## src/logic/pdso_cfg.svh

```systemverilog
// Purpose: Named constants for the pixel digital shift and offset datapath.
// Assumes: Included by its bare name from the design files.
// Notes:   Definitions only.
`ifndef PDSO_CFG_SVH
`define PDSO_CFG_SVH

// ****************************************************************
// Widths and saturation values
// ****************************************************************
`define PDSO_ADC_W      10
`define PDSO_OFS_W      8
`define PDSO_BYTE_W     8
`define PDSO_GAIN_W     32
`define PDSO_SAT10      10'h3FF
`define PDSO_SAT8       8'hFF
`define PDSO_ZERO10     10'h000

// ****************************************************************
// Shift selector codes and offset scaling
// ****************************************************************
`define PDSO_SHIFT_NONE   2'h0
`define PDSO_SHIFT_ONCE   2'h1
`define PDSO_SHIFT_TWICE  2'h2
`define PDSO_SHIFT_SPARE  2'h3
`define PDSO_OFS10_LSB    2
`define PDSO_OFS8_LSB     4
`define PDSO_MSB          9
`define PDSO_MSB_M1       8

// ****************************************************************
// Reference gain readout
// ****************************************************************
`define PDSO_REF_GAIN_DEF 32'h0001_2000
`define PDSO_LAST_BYTE    2'h3
`define PDSO_SIDE_LEFT    1'h0

`endif

```

## src/logic/pdso_pkg.sv

```systemverilog
// Purpose: Shared types of the pixel digital shift and offset datapath.
// Assumes: Nothing beyond the cfg header.
// Notes:   Constants live in pdso_cfg.svh.
`default_nettype none
`include "pdso_cfg.svh"

package pdso_pkg;
  typedef logic [`PDSO_ADC_W-1:0] pdso_pix_t;
  typedef enum logic {PDSO_RD_IDLE, PDSO_RD_SEND} pdso_rd_state_t;
endpackage : pdso_pkg

`default_nettype wire

```

## src/logic/pdso_shift.sv

```systemverilog
// Purpose: One channel of digital shift, saturation and offset.
// Assumes: Settings are stable on the pixel clock.
// Notes:   Purely combinational; the caller registers the result.
`default_nettype none
`include "pdso_cfg.svh"

module pdso_shift
(
  // Sample and settings
  input  wire  logic [`PDSO_ADC_W-1:0] sample,
  input  wire  logic                   mode_8bit,
  input  wire  logic [1:0]             shift_sel,
  input  wire  logic [`PDSO_OFS_W-1:0] offset,
  // Result, eight-bit results sit in the low bits
  output logic       [`PDSO_ADC_W-1:0] result
);

  // ****************************************************************
  // Shift with saturation
  // ****************************************************************
  wire logic                   sat_once;
  wire logic                   sat_twice;
  wire logic [`PDSO_ADC_W-1:0] sh10;
  wire logic [7:0]             sh8;

  assign sat_once  = sample[`PDSO_MSB];
  assign sat_twice = sample[`PDSO_MSB] | sample[`PDSO_MSB_M1];

  // The spare code falls through to no shift so a stray write cannot blank video.
  assign sh10 = (shift_sel == `PDSO_SHIFT_ONCE)  ? (sat_once  ? `PDSO_SAT10 :
                                                   {sample[8:0], 1'b0})  :
                (shift_sel == `PDSO_SHIFT_TWICE) ? (sat_twice ? `PDSO_SAT10 :
                                                   {sample[7:0], 2'b00}) :
                sample;
  assign sh8  = (shift_sel == `PDSO_SHIFT_ONCE)  ? (sat_once  ? `PDSO_SAT8 :
                                                   sample[8:1]) :
                (shift_sel == `PDSO_SHIFT_TWICE) ? (sat_twice ? `PDSO_SAT8 :
                                                   sample[7:0]) :
                sample[9:2];

  // ****************************************************************
  // Offset, added after the shift and clipped at full scale
  // ****************************************************************
  wire logic [`PDSO_ADC_W:0] sum10;
  wire logic [8:0]           sum8;

  assign sum10 = {1'b0, sh10} + {5'h00, offset[7:`PDSO_OFS10_LSB]};
  assign sum8  = {1'b0, sh8} + {5'h00, offset[7:`PDSO_OFS8_LSB]};

  assign result = mode_8bit ? (sum8[8] ? {2'b00, `PDSO_SAT8} : {2'b00, sum8[7:0]})
                            : (sum10[`PDSO_ADC_W] ? `PDSO_SAT10 : sum10[`PDSO_ADC_W-1:0]);

endmodule // pdso_shift

`default_nettype wire

```

## src/logic/pdso_top.sv

```systemverilog
// Purpose: Pixel output datapath: digital shift, saturation, per-side offset
//          and reference gain readout for the left and right converter channels.
// Assumes: Converter samples and settings arrive on the pixel clock.
// Notes:   One cycle from sample to pixel output.
`default_nettype none
`include "pdso_cfg.svh"

module pdso_top
#(
  parameter logic [`PDSO_GAIN_W-1:0] REF_GAIN_LEFT  = `PDSO_REF_GAIN_DEF,
  parameter logic [`PDSO_GAIN_W-1:0] REF_GAIN_RIGHT = `PDSO_REF_GAIN_DEF
)
(
  // Clock and reset
  input  wire logic                   clk,
  input  wire logic                   rst,
  // Settings
  input  wire logic                   mode_8bit,
  input  wire logic [1:0]             shift_sel,
  input  wire logic [`PDSO_OFS_W-1:0] offset_left,
  input  wire logic [`PDSO_OFS_W-1:0] offset_right,
  // Converter samples
  input  wire logic                   in_valid,
  input  wire logic [`PDSO_ADC_W-1:0] adc_left,
  input  wire logic [`PDSO_ADC_W-1:0] adc_right,
  // Pixel output toward the frame grabber
  output var  logic                   pix_valid_ff,
  output var  logic [`PDSO_ADC_W-1:0] pix_left_ff,
  output var  logic [`PDSO_ADC_W-1:0] pix_right_ff,
  // Reference gain readout
  input  wire logic                   gain_rd_req,
  input  wire logic                   gain_rd_side,
  output var  logic                   gain_busy_ff,
  output var  logic                   gain_byte_valid_ff,
  output var  logic [`PDSO_BYTE_W-1:0] gain_byte_ff
);

  // ****************************************************************
  // Per-side shift and offset
  // ****************************************************************
  wire logic [`PDSO_ADC_W-1:0] samp [2];
  wire logic [`PDSO_OFS_W-1:0] ofs  [2];
  wire logic [`PDSO_ADC_W-1:0] res  [2];

  assign samp[0] = adc_left;
  assign samp[1] = adc_right;
  assign ofs[0]  = offset_left;
  assign ofs[1]  = offset_right;

  // Both sides share one shift setting so the halves of the image stay matched.
  genvar ch;
  generate
    for (ch = 0; ch < 2; ch++)
    begin : g_side
      pdso_shift u_shift
      (
        .sample    (samp[ch]),
        .mode_8bit (mode_8bit),
        .shift_sel (shift_sel),
        .offset    (ofs[ch]),
        .result    (res[ch])
      );
    end
  endgenerate

  // ****************************************************************
  // Output registers
  // ****************************************************************
  // Pixels hold their last value while in_valid is low; the grabber qualifies by valid.
  wire logic [`PDSO_ADC_W-1:0] nxt_pix_left;
  wire logic [`PDSO_ADC_W-1:0] nxt_pix_right;

  assign nxt_pix_left  = in_valid ? res[0] : pix_left_ff;
  assign nxt_pix_right = in_valid ? res[1] : pix_right_ff;

  always_ff @(posedge clk)
  begin
    if (rst)
    begin
      pix_valid_ff <= 1'b0;
      pix_left_ff  <= `PDSO_ZERO10;
      pix_right_ff <= `PDSO_ZERO10;
    end
    else
    begin
      pix_valid_ff <= in_valid;
      pix_left_ff  <= nxt_pix_left;
      pix_right_ff <= nxt_pix_right;
    end
  end

  // ****************************************************************
  // Reference gain readout, fraction bytes first
  // ****************************************************************
  pdso_pkg::pdso_rd_state_t   rd_state_ff;
  pdso_pkg::pdso_rd_state_t   nxt_rd_state;
  logic [1:0]                 byte_idx_ff;
  logic [`PDSO_GAIN_W-1:0]    gain_word_ff;
  wire  logic                 rd_start;
  wire  logic                 rd_last;
  wire  logic [1:0]           nxt_byte_idx;
  wire  logic [`PDSO_GAIN_W-1:0] sel_gain;
  wire  logic [`PDSO_GAIN_W-1:0] nxt_gain_word;

  assign rd_start  = gain_rd_req && (rd_state_ff == pdso_pkg::PDSO_RD_IDLE);
  assign rd_last   = (byte_idx_ff == `PDSO_LAST_BYTE);
  assign sel_gain  = (gain_rd_side == `PDSO_SIDE_LEFT) ? REF_GAIN_LEFT : REF_GAIN_RIGHT;
  assign nxt_byte_idx  = rd_start ? 2'h0 : byte_idx_ff + 2'h1;
  // Word shifts right each byte: 1/65536, 1/256, integer low, integer high.
  assign nxt_gain_word = rd_start ? sel_gain : {8'h00, gain_word_ff[31:8]};

  always_comb
  begin
    nxt_rd_state = rd_state_ff;
    case (rd_state_ff)
      pdso_pkg::PDSO_RD_IDLE:
        if (gain_rd_req)
          nxt_rd_state = pdso_pkg::PDSO_RD_SEND;
      pdso_pkg::PDSO_RD_SEND:
        if (rd_last)
          nxt_rd_state = pdso_pkg::PDSO_RD_IDLE;
      default:
        nxt_rd_state = pdso_pkg::PDSO_RD_IDLE;
    endcase
  end

  always_ff @(posedge clk)
  begin
    if (rst)
    begin
      rd_state_ff        <= pdso_pkg::PDSO_RD_IDLE;
      byte_idx_ff        <= 2'h0;
      gain_word_ff       <= 32'h0000_0000;
      gain_busy_ff       <= 1'b0;
      gain_byte_valid_ff <= 1'b0;
      gain_byte_ff       <= 8'h00;
    end
    else
    begin
      rd_state_ff        <= nxt_rd_state;
      byte_idx_ff        <= nxt_byte_idx;
      gain_word_ff       <= nxt_gain_word;
      gain_busy_ff       <= (nxt_rd_state == pdso_pkg::PDSO_RD_SEND);
      gain_byte_valid_ff <= rd_start || (rd_state_ff == pdso_pkg::PDSO_RD_SEND && !rd_last);
      gain_byte_ff       <= nxt_gain_word[7:0];
    end
  end
endmodule // pdso_top

`default_nettype wire

```

## config.mk

```make
export PLATFORM = sky130hd
export DESIGN_NAME = pdso_top
export DESIGN_NICKNAME = d
export VERILOG_FILES = /design/src/logic/pdso_pkg.sv /design/src/logic/pdso_shift.sv /design/src/logic/pdso_top.sv
export VERILOG_INCLUDE_DIRS = /design/src /design/src/logic
export SDC_FILE = /design/constraint.sdc
export NUM_CORES = 1
export LEC_CHECK = 0
export BUFFER_PORTS_ARGS = -buffer_cell sky130_fd_sc_hd__buf_2
export CORE_ASPECT_RATIO = 0.9
export CORE_MARGIN = 3
export CORE_UTILIZATION = 58
export CTS_BUF_LIST = sky130_fd_sc_hd__clkbuf_8 sky130_fd_sc_hd__clkbuf_16
export DETAILED_ROUTE_END_ITERATION = 12
export PLACE_DENSITY = 0.9
export SYNTH_ARGS = -nofsm -noshare
export SYNTH_HDL_FRONTEND = slang
export SYNTH_HIERARCHICAL = 1
export SYNTH_SLANG_ARGS = --single-unit
```

## constraint.sdc

```tcl
create_clock -name clk -period 8.7 [get_ports clk]
set_clock_uncertainty 0.15 [all_clocks]
set_input_delay 0.435 -clock clk [delete_from_list [all_inputs] [get_ports clk]]
set_output_delay 0.435 -clock clk [all_outputs]
set_load 0.02 [all_outputs]
```

Word level (Yosys, flattened, before mapping):

Cells that the tools add are included.

* $add $sub $neg: 5
* eq/ne operators: 3
* muxes and demuxes: 26
* bitwise logic cells: 3
* reductions and logical operators: 5

Operator list (number)
* 2-to-1 mux 10 bit: 12
* 2-to-1 mux 8 bit: 10
* adder 10 x 6 -> 11 bit: 2
* adder 8 x 4 -> 9 bit: 2
* 2-to-1 mux 17 bit: 1
* == test 2 bit (second input constant): 2
* adder 2 x 1 -> 2 bit (second input constant): 1
* == test 2 x 1 -> 1 bit (second input constant): 1
* logical AND 1 bit: 2
* 2-to-1 mux 1 bit: 2
* OR 1 bit: 2
* one-hot mux 1 bit (2 select lines): 1
* OR reduction 2 bit: 1
* logical NOT 1 bit: 1
* logical OR 1 bit: 1
* NOT 1 bit: 1

* register bits after elaboration: 44
* input port bits: 44
* output and inout bits: 31
* logic and storage cells: 51

Depth between registers and ports, before layout:

Gate-level depths: netlist of the first run.

* depth in word-level cells: 7
* gate-level depth with buffers: 16
* mapped depth without buffers: 14

Hierarchy:

Netlist of the first run, hierarchy kept.

Modules (own cells, without submodules)
* pdso_top: instances 1, cells each 93, area each 1026.0 sq um, seq. area each 540.5 sq um
* pdso_shift (g_side[1].u_shift): instances 1, cells each 125, area each 929.6 sq um, seq. area each 0.0 sq um
* pdso_shift (g_side[0].u_shift): instances 1, cells each 132, area each 884.6 sq um, seq. area each 0.0 sq um

Worst setup path before layout of the first run:

Ideal clock, no wire load.

* path type: input to register
* start point: input port shift_sel[1]
* end point: register pix_left_ff[8]
* setup time: 0.117 ns
* data arrival time: 3.309 ns
* required time: 8.433 ns
* setup slack: 5.124 ns
* stages: 16
* path buffers: 2
* path through: buf_2 -> buf_1 -> xor2_1 -> o32ai_1 -> nor2_1 -> ha_1 -> inv_1 -> fa_1 -> nand2b_1 -> a21oi_1 -> o21bai_1 -> nand3_1 -> nor4_1 -> a211oi_1 -> mux2i_1 -> nor2_1

RTL lines
* start: declaration: line pdso_top.sv:19 `input wire logic [1:0] shift_sel,`
* end signal: assignment: line pdso_top.sv:81 `` pix_left_ff <= `PDSO_ZERO10; ``
* end signal: assignment: line pdso_top.sv:87 `pix_left_ff <= nxt_pix_left;`
* end: declaration: line pdso_top.sv:28 `` output var logic [`PDSO_ADC_W-1:0] pix_left_ff, ``

==> results.toml, run 1 <==
[synth]
syn_area_um2 = 2840
synth-async-reset-ratio_pct = 0
ys_dominant_reg_cell = "dfxtp_1"
yosysSeqAreaShare_pct = 19.0
synthDominantCellAreaShare_pct = 19.0
synth_seq_cells = 27
postSynthCellCount = 350
synth.area.top_cells = "dfxtp_1 (19%), mux2i_1 (8.1%), nor2_1 (6.6%)"
synth_area_leader_cell = "dfxtp_1"
yosysUniqueCellTypes = 63
syn_avg_cell_area_um2 = 8.11
yosys_warnings = 6
synth_edf_count = 0

[layout]
final_common_cell = "buf_2"
fillers = 390
drive_gt1_share_pct = 22.0
area_growth_pct = 9.25
seq_area_um2 = 541
fin_cells = 458
multi_input_area_um2 = 2030
layout_common_cells = "buf_2 (63), nor2_1 (50), dfxtp_1 (27)"
antenna_cells = 0
finish.net_count = 458

[run]
cap_violations = 0

[route]
wl_um = 6130
drc = 0
dr.pass1.iters = 4
avgRoutedWirePerCell_um = 13.4
ant_nets = 0
routed_via_density = 5.70
num_vias = 2610
drt_iter0_drc = 142

[clock_tree]
cts_setup_buffers = 0
clk_latency_ps = 270
h-tree-depth = 1
cts_repair_resize_count = 0
cts_buffers = 3
clock_path_buffers = 2
clkTransAtPathRegs_ps = 80
root_buffer = "clkbuf_8"
cts_hold_buf = 0
clkSinkCount = 27
cts_tree = "built"

[worst_setup_path]
reg2reg_depth = 2
crit_type = "in2reg"
reg2reg_setup_slack_ps = 7700
required_ps = 8700
crit_fanout = 42
reg2reg_from = "byte_idx_ff[0]"
max_stage_delay_ps = 480
path_cells = "buf_2 > xor2_1 > o32ai_1 > nor2_1 > ha_1 > inv_1 > fa_1 > nand2b_1 > a21oi_1 > o21bai_1 > nand3_1 > nor4_1 > a211oi_1 > mux2i_1 > nor2_1"
r2r-end = "byte_idx_ff[1]"
cp_top_family = "compound AO/OA/AOI/OAI gates"
cp-end-kind = "flop"
startpoint_type = "input port"
critPathBufInv = 2
crit_top_cell = "nor2_1"
arrival_ps = 3800
slowest_stage = "buf_2"

[global_route]
grt_usage_pct = 21.2
antenna_found_initial = 0
grt_pass1_vias = 2249
gr-total-overflow = 0
grt_pass1_wl_um = 10100
grt_max_degree = 43

[run_status]
status = "completed"

[sta]
max_freq_mhz = 263
max_slew_margin_pct = 48.0
timing.setup.tns_ps = 0
min_period_over_period_pct = 43.7
fin_crit_ps = 3800
final-hold-violation-count = 0
worst_pin_slew_ps = 775
slew_viol_final = 0
rsz0062_at_grt = "false"
setup_viol = 0

[worst_hold_path]
holdPathStages = 1
hold_path_class = "reg2reg"
min_to = "byte_idx_ff[0]"
holdCritStartpoint = "byte_idx_ff[0]"

[floorplan]
fp.dieW_um = 79.8
num_io_pins = 75
row_count = 23
die_h_um = 72.4
start_util_pct = 62.1
core_um2 = 4580
die_area_um2 = 5770

[placed_design]
gp_congestion = 0.813
hpwl_um = 4830
port_buffers = 63
dp_cells = 454

[pwr]
powerDensity_nw_per_um2 = 139
ir_drop_mv = 0.154
leakage_nw = 1.42
-- sequential cells by signal, summed over array words and instances (netlist names) --
name                flops
pix_valid_ff            1
byte_idx_ff             2
pix_left_ff            10
gain_byte_ff            1
pix_right_ff           10
gain_byte_valid_ff      1
gain_word_ff            2
-- worst register-to-register path: cells and delay by family (launching register included) --
family | cells | cell delay (ps)
adder cells (fa/ha/maj) | 1 | 270
flip-flops | 1 | 320
AND/OR/NAND/NOR | 1 | 140
-- through the flow --
stage | worst slack [ps] | utilization, % | hold slack [ps] | total power (W) | instance area (um^2)
final | 4900 | 67.8 | 291 | 0.000431 | 3100
after global routing | 4640 | 67.8 | 328 | 0.000464 | 3100
after CTS | 4970 | 67.8 | 296 | 0.000433 | 3100
after detailed placement | 4680 | 66.8 | 271 | 0.000364 | 3060
after global placement | 4730 | 66.8 | 271 | 0.000359 | 3060
after floorplan | 5120 | - | 258 | 0.000318 | 2860
-- synth_stat cells, drive strengths merged (2+ instances only) --
library cell and n:
mux2 3, nand3 3, ha 13, nand2b 13
o32a 2, o22ai 4, dfxtp 27, o32ai 8
clkbuf 3, a211oi 7, nand3b 3, nor2 50
nand2 11, nor3b 6, fa 4, a2bb2oi 5
nor4 2, a21o 2, nor2b 4, a22oi 8
mux2i 23, o21ai 19, o311ai 4, a31oi 2
xnor2 8, o21bai 7, nor3 10, xor2 13
a21oi 17, o21a 3, or4b 2, buf 23
inv 24, o31ai 5
-- worst max-delay path by stage --
stage / startpoint / end / slack (ps) / cells after the start
after floorplan: shift_sel[1] / pix_left_ff[8] / 5120 / 16
after global placement: shift_sel[1] / pix_left_ff[8] / 4730 / 15
after detailed placement: shift_sel[1] / pix_left_ff[8] / 4680 / 15
after CTS: shift_sel[1] / pix_left_ff[8] / 4970 / 15
after global routing: shift_sel[1] / pix_left_ff[8] / 4640 / 15
final: shift_sel[1] / pix_left_ff[8] / 4900 / 15
-- cells by family after synthesis --
logic type	share of synthesized area (%)
buffers and inverters	10.0
other	0.132
adders and majority gates	8.55
and+or+nand+nor	19.3
DFF	19.0
AOI/OAI and AO/OA	27.1
muxes	9.43
xor gates and xnor gates	6.48
-- final cells by class --
| type | count | area share, % |
|---|---|---|
| inverter | 24 | 2.90 |
| multi-input combinational | 278 | 65.5 |
| clock buffer | 3 | 1.33 |
| clock inverter | 1 | 0.161 |
| tap | 62 | 2.50 |
| sequential | 27 | 17.4 |
| timing repair buffer | 63 | 10.2 |
-- metal layers --
layer / vias up / GRT usage (%) / wire [um]
met5: - / 0 / 0
met2: 77 / 31.7 / 2650
li1: 1339 / - / -
met4: 0 / 6.00 / 51
met3: 6 / 2.98 / 435
met1: 1188 / 31.6 / 2990
-- report_power, final --
group | total, W | switching [W] | internal [W]
Combinational | 0.000222 | 0.000129 | 0.0000931
Sequential | 0.000142 | 0.00000559 | 0.000136
Clock | 0.0000673 | 0.0000353 | 0.0000320
Power figures use the tool's default switching activity.
==> run 2: changes to the inputs <==
--- a/config.mk
+++ b/config.mk
@@ -6,13 +6,14 @@
 export SDC_FILE = /design/constraint.sdc
 export NUM_CORES = 1
 export LEC_CHECK = 0
+export ABC_AREA = 1
 export BUFFER_PORTS_ARGS = -buffer_cell sky130_fd_sc_hd__buf_2
 export CORE_ASPECT_RATIO = 0.9
 export CORE_MARGIN = 3
-export CORE_UTILIZATION = 58
+export CORE_UTILIZATION = 49
 export CTS_BUF_LIST = sky130_fd_sc_hd__clkbuf_8 sky130_fd_sc_hd__clkbuf_16
 export DETAILED_ROUTE_END_ITERATION = 12
-export PLACE_DENSITY = 0.9
+export PLACE_DENSITY = 0.8
 export SYNTH_ARGS = -nofsm -noshare
 export SYNTH_HDL_FRONTEND = slang
 export SYNTH_HIERARCHICAL = 1
==> constraint.sdc (replaced) <==
create_clock -name clk -period 3.3 [get_ports clk]
set_clock_uncertainty 0.15 [all_clocks]
set_input_delay 0.165 -clock clk [delete_from_list [all_inputs] [get_ports clk]]
set_output_delay 0.165 -clock clk [all_outputs]
set_load 0.02 [all_outputs]
==> results.toml, run 2 <==
[run_status]
status = "completed"

[pwr]
powerDensity_nw_per_um2 = 339
ir_drop_mv = 0.154
p_seq_share_pct = 32.6
power_switching_share_pct = 42.7
power.internal_w = 0.000649
power.switching_w = 0.000484
p_clk_share_pct = 16.2
leakage_nw = 2.00
power_frac_comb_pct = 51.2

[floorplan]
start_util_pct = 51.9
fp.dieW_um = 88.5
num_io_pins = 75
die_h_um = 80.3
die_area_um2 = 7110
row_count = 26
core_um2 = 5790

[clock_tree]
clkSinkCount = 27
clkTransAtPathRegs_ps = 90
clk_latency_ps = 270
cts_setup_buffers = 0
clock_path_buffers = 2
cts_tree = "built"
cts_buffers = 3
root_buffer = "clkbuf_8"
h-tree-depth = 1

[route]
routed_via_density = 4.85
avgRoutedWirePerCell_um = 10.3
drt_iter0_drc = 125
wl_um = 6520
num_vias = 3067
ant_nets = 0
dr.pass1.iters = 4
drc = 0

[worst_setup_path]
crit_top_cell = "inv_1"
arrival_ps = 2970
reg2reg_depth = 4
r2r-end = "gain_byte_valid_ff"
cp-end-kind = "flop"
slowest_stage = "fa_1"
path_cells = "buf_2 > inv_1 > nand2_2 > nand2_1 > nor2_1 > a221oi_1 > ha_1 > inv_1 > fa_1 > o21ai_1 > inv_1 > nand2_1 > nand3_2 > nand2_4 > inv_1 > a21oi_1 > inv_1 > nand2_1 > nand2_1 > nor2_1"
max_stage_delay_ps = 410
reg2reg_from = "byte_idx_ff[0]"
startpoint_type = "input port"
crit_fanout = 7
crit_type = "in2reg"
critPathBufInv = 6
cp_top_family = "simple AND/OR/NAND/NOR gates"
cp.depth = 20
reg2reg_setup_slack_ps = 2360
required_ps = 3370

[synth]
synth_edf_count = 0
synth_compound_area_share_pct = 10.5
ys_dominant_reg_cell = "dfxtp_1"
synth-async-reset-ratio_pct = 0
synth_common_cells = "nand2_1 (119), nor2_1 (91), inv_1 (88), nand3_1 (31), dfxtp_1 (27)"
yosys.area_share.simple_pct = 43.9
syn_avg_cell_area_um2 = 5.92
yosysMostFrequentCell = "nand2_1"
muxShareOfSynthArea_pct = 0
postSynthCellCount = 507
synth_seq_cells = 27
yosysUniqueCellTypes = 34
yosysSeqAreaShare_pct = 18.0
synthDominantCellAreaShare_pct = 18.0
synthAdderAreaFrac_pct = 8.08
synth_xor_area_share_pct = 2.33
synth.area.top_cells = "dfxtp_1 (18%), nand2_1 (15%), nor2_1 (11%)"
syn_area_um2 = 3000
yosys_warnings = 6
synth_top_family_by_area = "simple AND/OR/NAND/NOR gates"
synth_area_leader_cell = "dfxtp_1"

[sta]
max_freq_mhz = 345
fin_hold_ws_ps = 9.00
setup_viol = 0
rsz0062_at_grt = "false"
worst_slack_ps = 397
max_slew_margin_pct = 52.1
slew_viol_final = 0
final-hold-violation-count = 0
timing.setup.tns_ps = 0
min_period_over_period_pct = 88.0
fin_crit_ps = 2900
worst_pin_slew_ps = 718

[layout]
finish.net_count = 625
layout_common_cells = "nand2_1 (119), nor2_1 (91), inv_1 (88)"
drive_gt1_share_pct = 22.2
antenna_cells = 0
fin_util_pct = 57.7
fin_cells = 633
final_common_cell = "nand2_1"
reg_top3 = "pix_left_ff: 10 flops, pix_right_ff: 10 flops"
area_growth_pct = 11.2

[worst_hold_path]
hold_path_class = "in2reg"
min_to = "gain_word_ff[13]"
holdCritStartpoint = "gain_rd_req"
holdPathStages = 3

[global_route]
grt_pass1_wl_um = 11700
grt_usage_pct = 19.2
grt_pass1_vias = 2886
gr-total-overflow = 0
grt_max_degree = 42
antenna_found_initial = 0

[placed_design]
hpwl_um = 5500
dp_cells = 628
port_buffers = 63
dpl_worst_slack_ps = 119
gp_congestion = 0.925

[run]
cap_violations = 0
==> run 2: cell type report <==
cell class / instances / area (um^2)
Timing Repair Buffer: 65 / 333
Multi-Input combinational cell: 371 / 1970
Clock buffer: 3 / 41.3
Clock inverter: 1 / 5.00
Tap cell: 70 / 87.6
Fill cell: 596 / 2450
Inverter: 96 / 360
Sequential cell: 27 / 541
==> run 2: how the worst max path moves through the flow <==
stage               slack, ps    startpoint        endpoint
floorplan                 750  shift_sel[1]  pix_left_ff[5]
global placement          200  shift_sel[1]  pix_left_ff[3]
detailed placement        120  shift_sel[1]  pix_left_ff[3]
CTS                       400  shift_sel[1]  pix_left_ff[5]
global route               50  shift_sel[1]  pix_left_ff[5]
finish                    400  shift_sel[1]  pix_left_ff[4]
==> run 2: power groups by stage <==
stage	clock (W)	sequential (W)	combinational (W)
4_1_cts	0.000188	0.000370	0.000581
6_report	0.000184	0.000370	0.000580
3_5_place_dp	0	0.000377	0.000578
3_3_place_gp	0	0.000377	0.000564
5_1_grt	0.000199	0.000374	0.000669
2_1_floorplan	0	0.000410	0.000424
==> run 2: worst min-delay path: stages <==
cell     delay (ps)
buf_2            90
nand3_1          90
inv_1            60
==> run 2: kinds of logic (layout without fill, tap and decap cells) <==
logic type,after synthesis,count (layout)
XOR/XNOR,8,8
other,1,6
adder cells (fa/ha/maj),17,17
AO/OA/AOI/OAI,50,50
flip-flops,27,27
AND/OR/NAND/NOR,290,290
buffers and inverters,114,165
==> run 2: metal layers <==
| metal | track usage [%] | share of wire (%) | wire, um |
|---|---|---|---|
| met5 | 0 | 0 | 0 |
| met1 | 24.3 | 48 | 3120 |
| met2 | 35.3 | 47 | 3070 |
| met4 | 3.02 | 0.67 | 44 |
| met3 | 1.95 | 4.2 | 275 |
==> run 2: stage by stage <==
step | area, um^2 | total power [W]
2_1_floorplan | 3020 | 0.000833
3_3_place_gp | 3280 | 0.000940
3_5_place_dp | 3280 | 0.000955
4_1_cts | 3340 | 0.00114
5_1_grt | 3340 | 0.00124
6_report | 3340 | 0.00113
==> run 2: what timing repair did <==
item	in CTS	in global routing
resized for setup	0	1
endpoints found under the setup margin	0	3
hold endpoints to repair	1	0
hold buffers	1	0
==> run 3: changes to the inputs <==
--- a/config.mk
+++ b/config.mk
@@ -8,9 +8,11 @@
 export LEC_CHECK = 0
 export ABC_AREA = 1
 export BUFFER_PORTS_ARGS = -buffer_cell sky130_fd_sc_hd__buf_2
+export CELL_PAD_IN_SITES_DETAIL_PLACEMENT = 0
+export CELL_PAD_IN_SITES_GLOBAL_PLACEMENT = 1
 export CORE_ASPECT_RATIO = 0.9
 export CORE_MARGIN = 3
-export CORE_UTILIZATION = 49
+export CORE_UTILIZATION = 33
 export CTS_BUF_LIST = sky130_fd_sc_hd__clkbuf_8 sky130_fd_sc_hd__clkbuf_16
 export DETAILED_ROUTE_END_ITERATION = 12
 export PLACE_DENSITY = 0.8
==> results.toml, run 3 (synthesis results as in run 2) <==
[route]
drc = 0
routed_via_density = 4.48
wl_um = 6720
avgRoutedWirePerCell_um = 9.86
dr.pass1.iters = 4
ant_nets = 0
drt_iter0_drc = 85
num_vias = 3056

[global_route]
antenna_found_initial = 0
grt_usage_pct = 13.2
grt_pass1_wl_um = 11600
grt_max_degree = 42
grt_pass1_vias = 2880
gr-total-overflow = 0

[placed_design]
placed_cell_area_um2 = 3330
port_buffers = 63
hpwl_um = 5680
dpl_worst_slack_ps = 73.7
gp_congestion = 0.794

[worst_setup_path]
required_ps = 3360
r2r-end = "byte_idx_ff[1]"
reg2reg_setup_slack_ps = 2370
cp-end-kind = "flop"
crit_type = "in2reg"
reg2reg_depth = 3
max_stage_delay_ps = 380
arrival_ps = 2990
slowest_stage = "fa_1"
crit_fanout = 8
path_cells = "buf_2 > inv_2 > nand2_2 > nand2_1 > inv_1 > a211oi_1 > ha_1 > inv_1 > fa_1 > inv_1 > nand2_1 > nor2_1 > nand3_1 > nand2_2 > nand3_2 > nand2_2 > nor2_1 > a21oi_1 > inv_1 > nand2_2 > nand2_1 > nor2_1"
reg2reg_from = "byte_idx_ff[0]"
startpoint_type = "input port"

[clock_tree]
clkSinkCount = 27
clkTransAtPathRegs_ps = 80
clock_path_buffers = 2
h-tree-depth = 1
cts_tree = "built"
root_buffer = "clkbuf_8"
cts_buffers = 3
clk_latency_ps = 260
cts_repair_resize_count = 0

[pwr]
ir_drop_mv = 0.199
power_frac_comb_pct = 51.3
power.switching_w = 0.000477
power.internal_w = 0.000646
leakage_nw = 2.00
power_switching_share_pct = 42.5
p_seq_share_pct = 32.9
powerDensity_nw_per_um2 = 330
p_clk_share_pct = 15.8

[floorplan]
row_count = 32
core_um2 = 8730
die_area_um2 = 10300
start_util_pct = 34.4
fp.dieW_um = 107
num_io_pins = 75
die_h_um = 96.5

[sta]
final-hold-violation-count = 0
slew_viol_final = 0
setup_viol = 0
max_slew_margin_pct = 51.1
max_freq_mhz = 342
timing.setup.tns_ps = 0
min_period_over_period_pct = 88.7
rsz0062_at_grt = "false"
fin_crit_ps = 2930
worst_slack_ps = 374
worst_pin_slew_ps = 734

[layout]
final_common_cell = "nand2_1"
finish.net_count = 625
drive_gt1_share_pct = 21.7
area_growth_pct = 13.2
antenna_cells = 0
fin_util_pct = 38.9
layout_common_cells = "nand2_1 (119), nor2_1 (91), inv_1 (89)"
reg_top3 = "pix_left_ff: 10 flops, pix_right_ff: 10 flops"
design_area_um2 = 3400

[worst_hold_path]
holdCritStartpoint = "mode_8bit"
min_to = "pix_left_ff[8]"
hold_path_class = "in2reg"
holdPathStages = 6

[run_status]
status = "completed"

[run]
cap_violations = 0
## run 3: cell types whose count changed in the layout (fill, tap and decap cells not counted), sizes merged
cell	before	now
inv	96	97
clkinv	1	0
dlygate4sd3	1	2
buf	64	63
## run 3: worst max-delay path: cells and delay by family
family	cells	cell delay, ps
adders and majority gates	2	610
buffers and inverters	6	530
and+or+nand+nor	12	1240
AOI/OAI and AO/OA	2	420
## run 3: worst max path at each step
| stage | from | end | slack (ps) | cells past startpoint |
|---|---|---|---|---|
| 6_report | shift_sel[0] | pix_right_ff[1] | 370 | 22 |
| 5_1_grt | shift_sel[1] | pix_left_ff[7] | 20 | 20 |
| 4_1_cts | shift_sel[0] | pix_right_ff[1] | 360 | 22 |
| 3_5_place_dp | shift_sel[1] | pix_left_ff[1] | 70 | 20 |
| 3_3_place_gp | shift_sel[1] | pix_left_ff[7] | 120 | 20 |
| 2_1_floorplan | shift_sel[1] | pix_left_ff[5] | 750 | 21 |
## run 3: cell type report
type	instances	area, um^2
Tap cell	119	149
Timing Repair Buffer	65	335
Inverter	96	360
Clock buffer	3	41.3
Multi-Input combinational cell	371	1970
Sequential cell	27	541
Clock inverter	1	3.75
Fill cell	1021	5330
## run 3: timing repair
item                       4_1_cts  5_1_grt
hold buffers                     2        0
buffers inserted                 0        0
hold endpoints to repair         2        0
setup endpoints to repair        0        0
## run 3: power by group through the flow
stage	clock network, W	registers (W)	logic [W]
2_1_floorplan	0	0.000410	0.000424
3_3_place_gp	0	0.000377	0.000573
3_5_place_dp	0	0.000377	0.000579
4_1_cts	0.000190	0.000370	0.000583
5_1_grt	0.000201	0.000373	0.000668
6_report	0.000178	0.000369	0.000576
## run 3: through the flow
| stage | cells | hold slack [ps] | power (W) |
|---|---|---|---|
| floorplan | 512 | 86.3 | 0.000833 |
| global placement | 676 | 200 | 0.000950 |
| detailed placement | 676 | 205 | 0.000956 |
| CTS | 682 | 231 | 0.00114 |
| global route | 682 | 293 | 0.00124 |
| finish | 682 | 238 | 0.00112 |
## run 3: routing by layer
metal  global-route usage [%]  vias up  wire length [um]
li1                         -     1666                 -
met1                     15.8     1347              3190
met2                     26.2       41              3280
met3                     1.53        2               228
met4                     1.17        0                14
met5                        0        -                 0
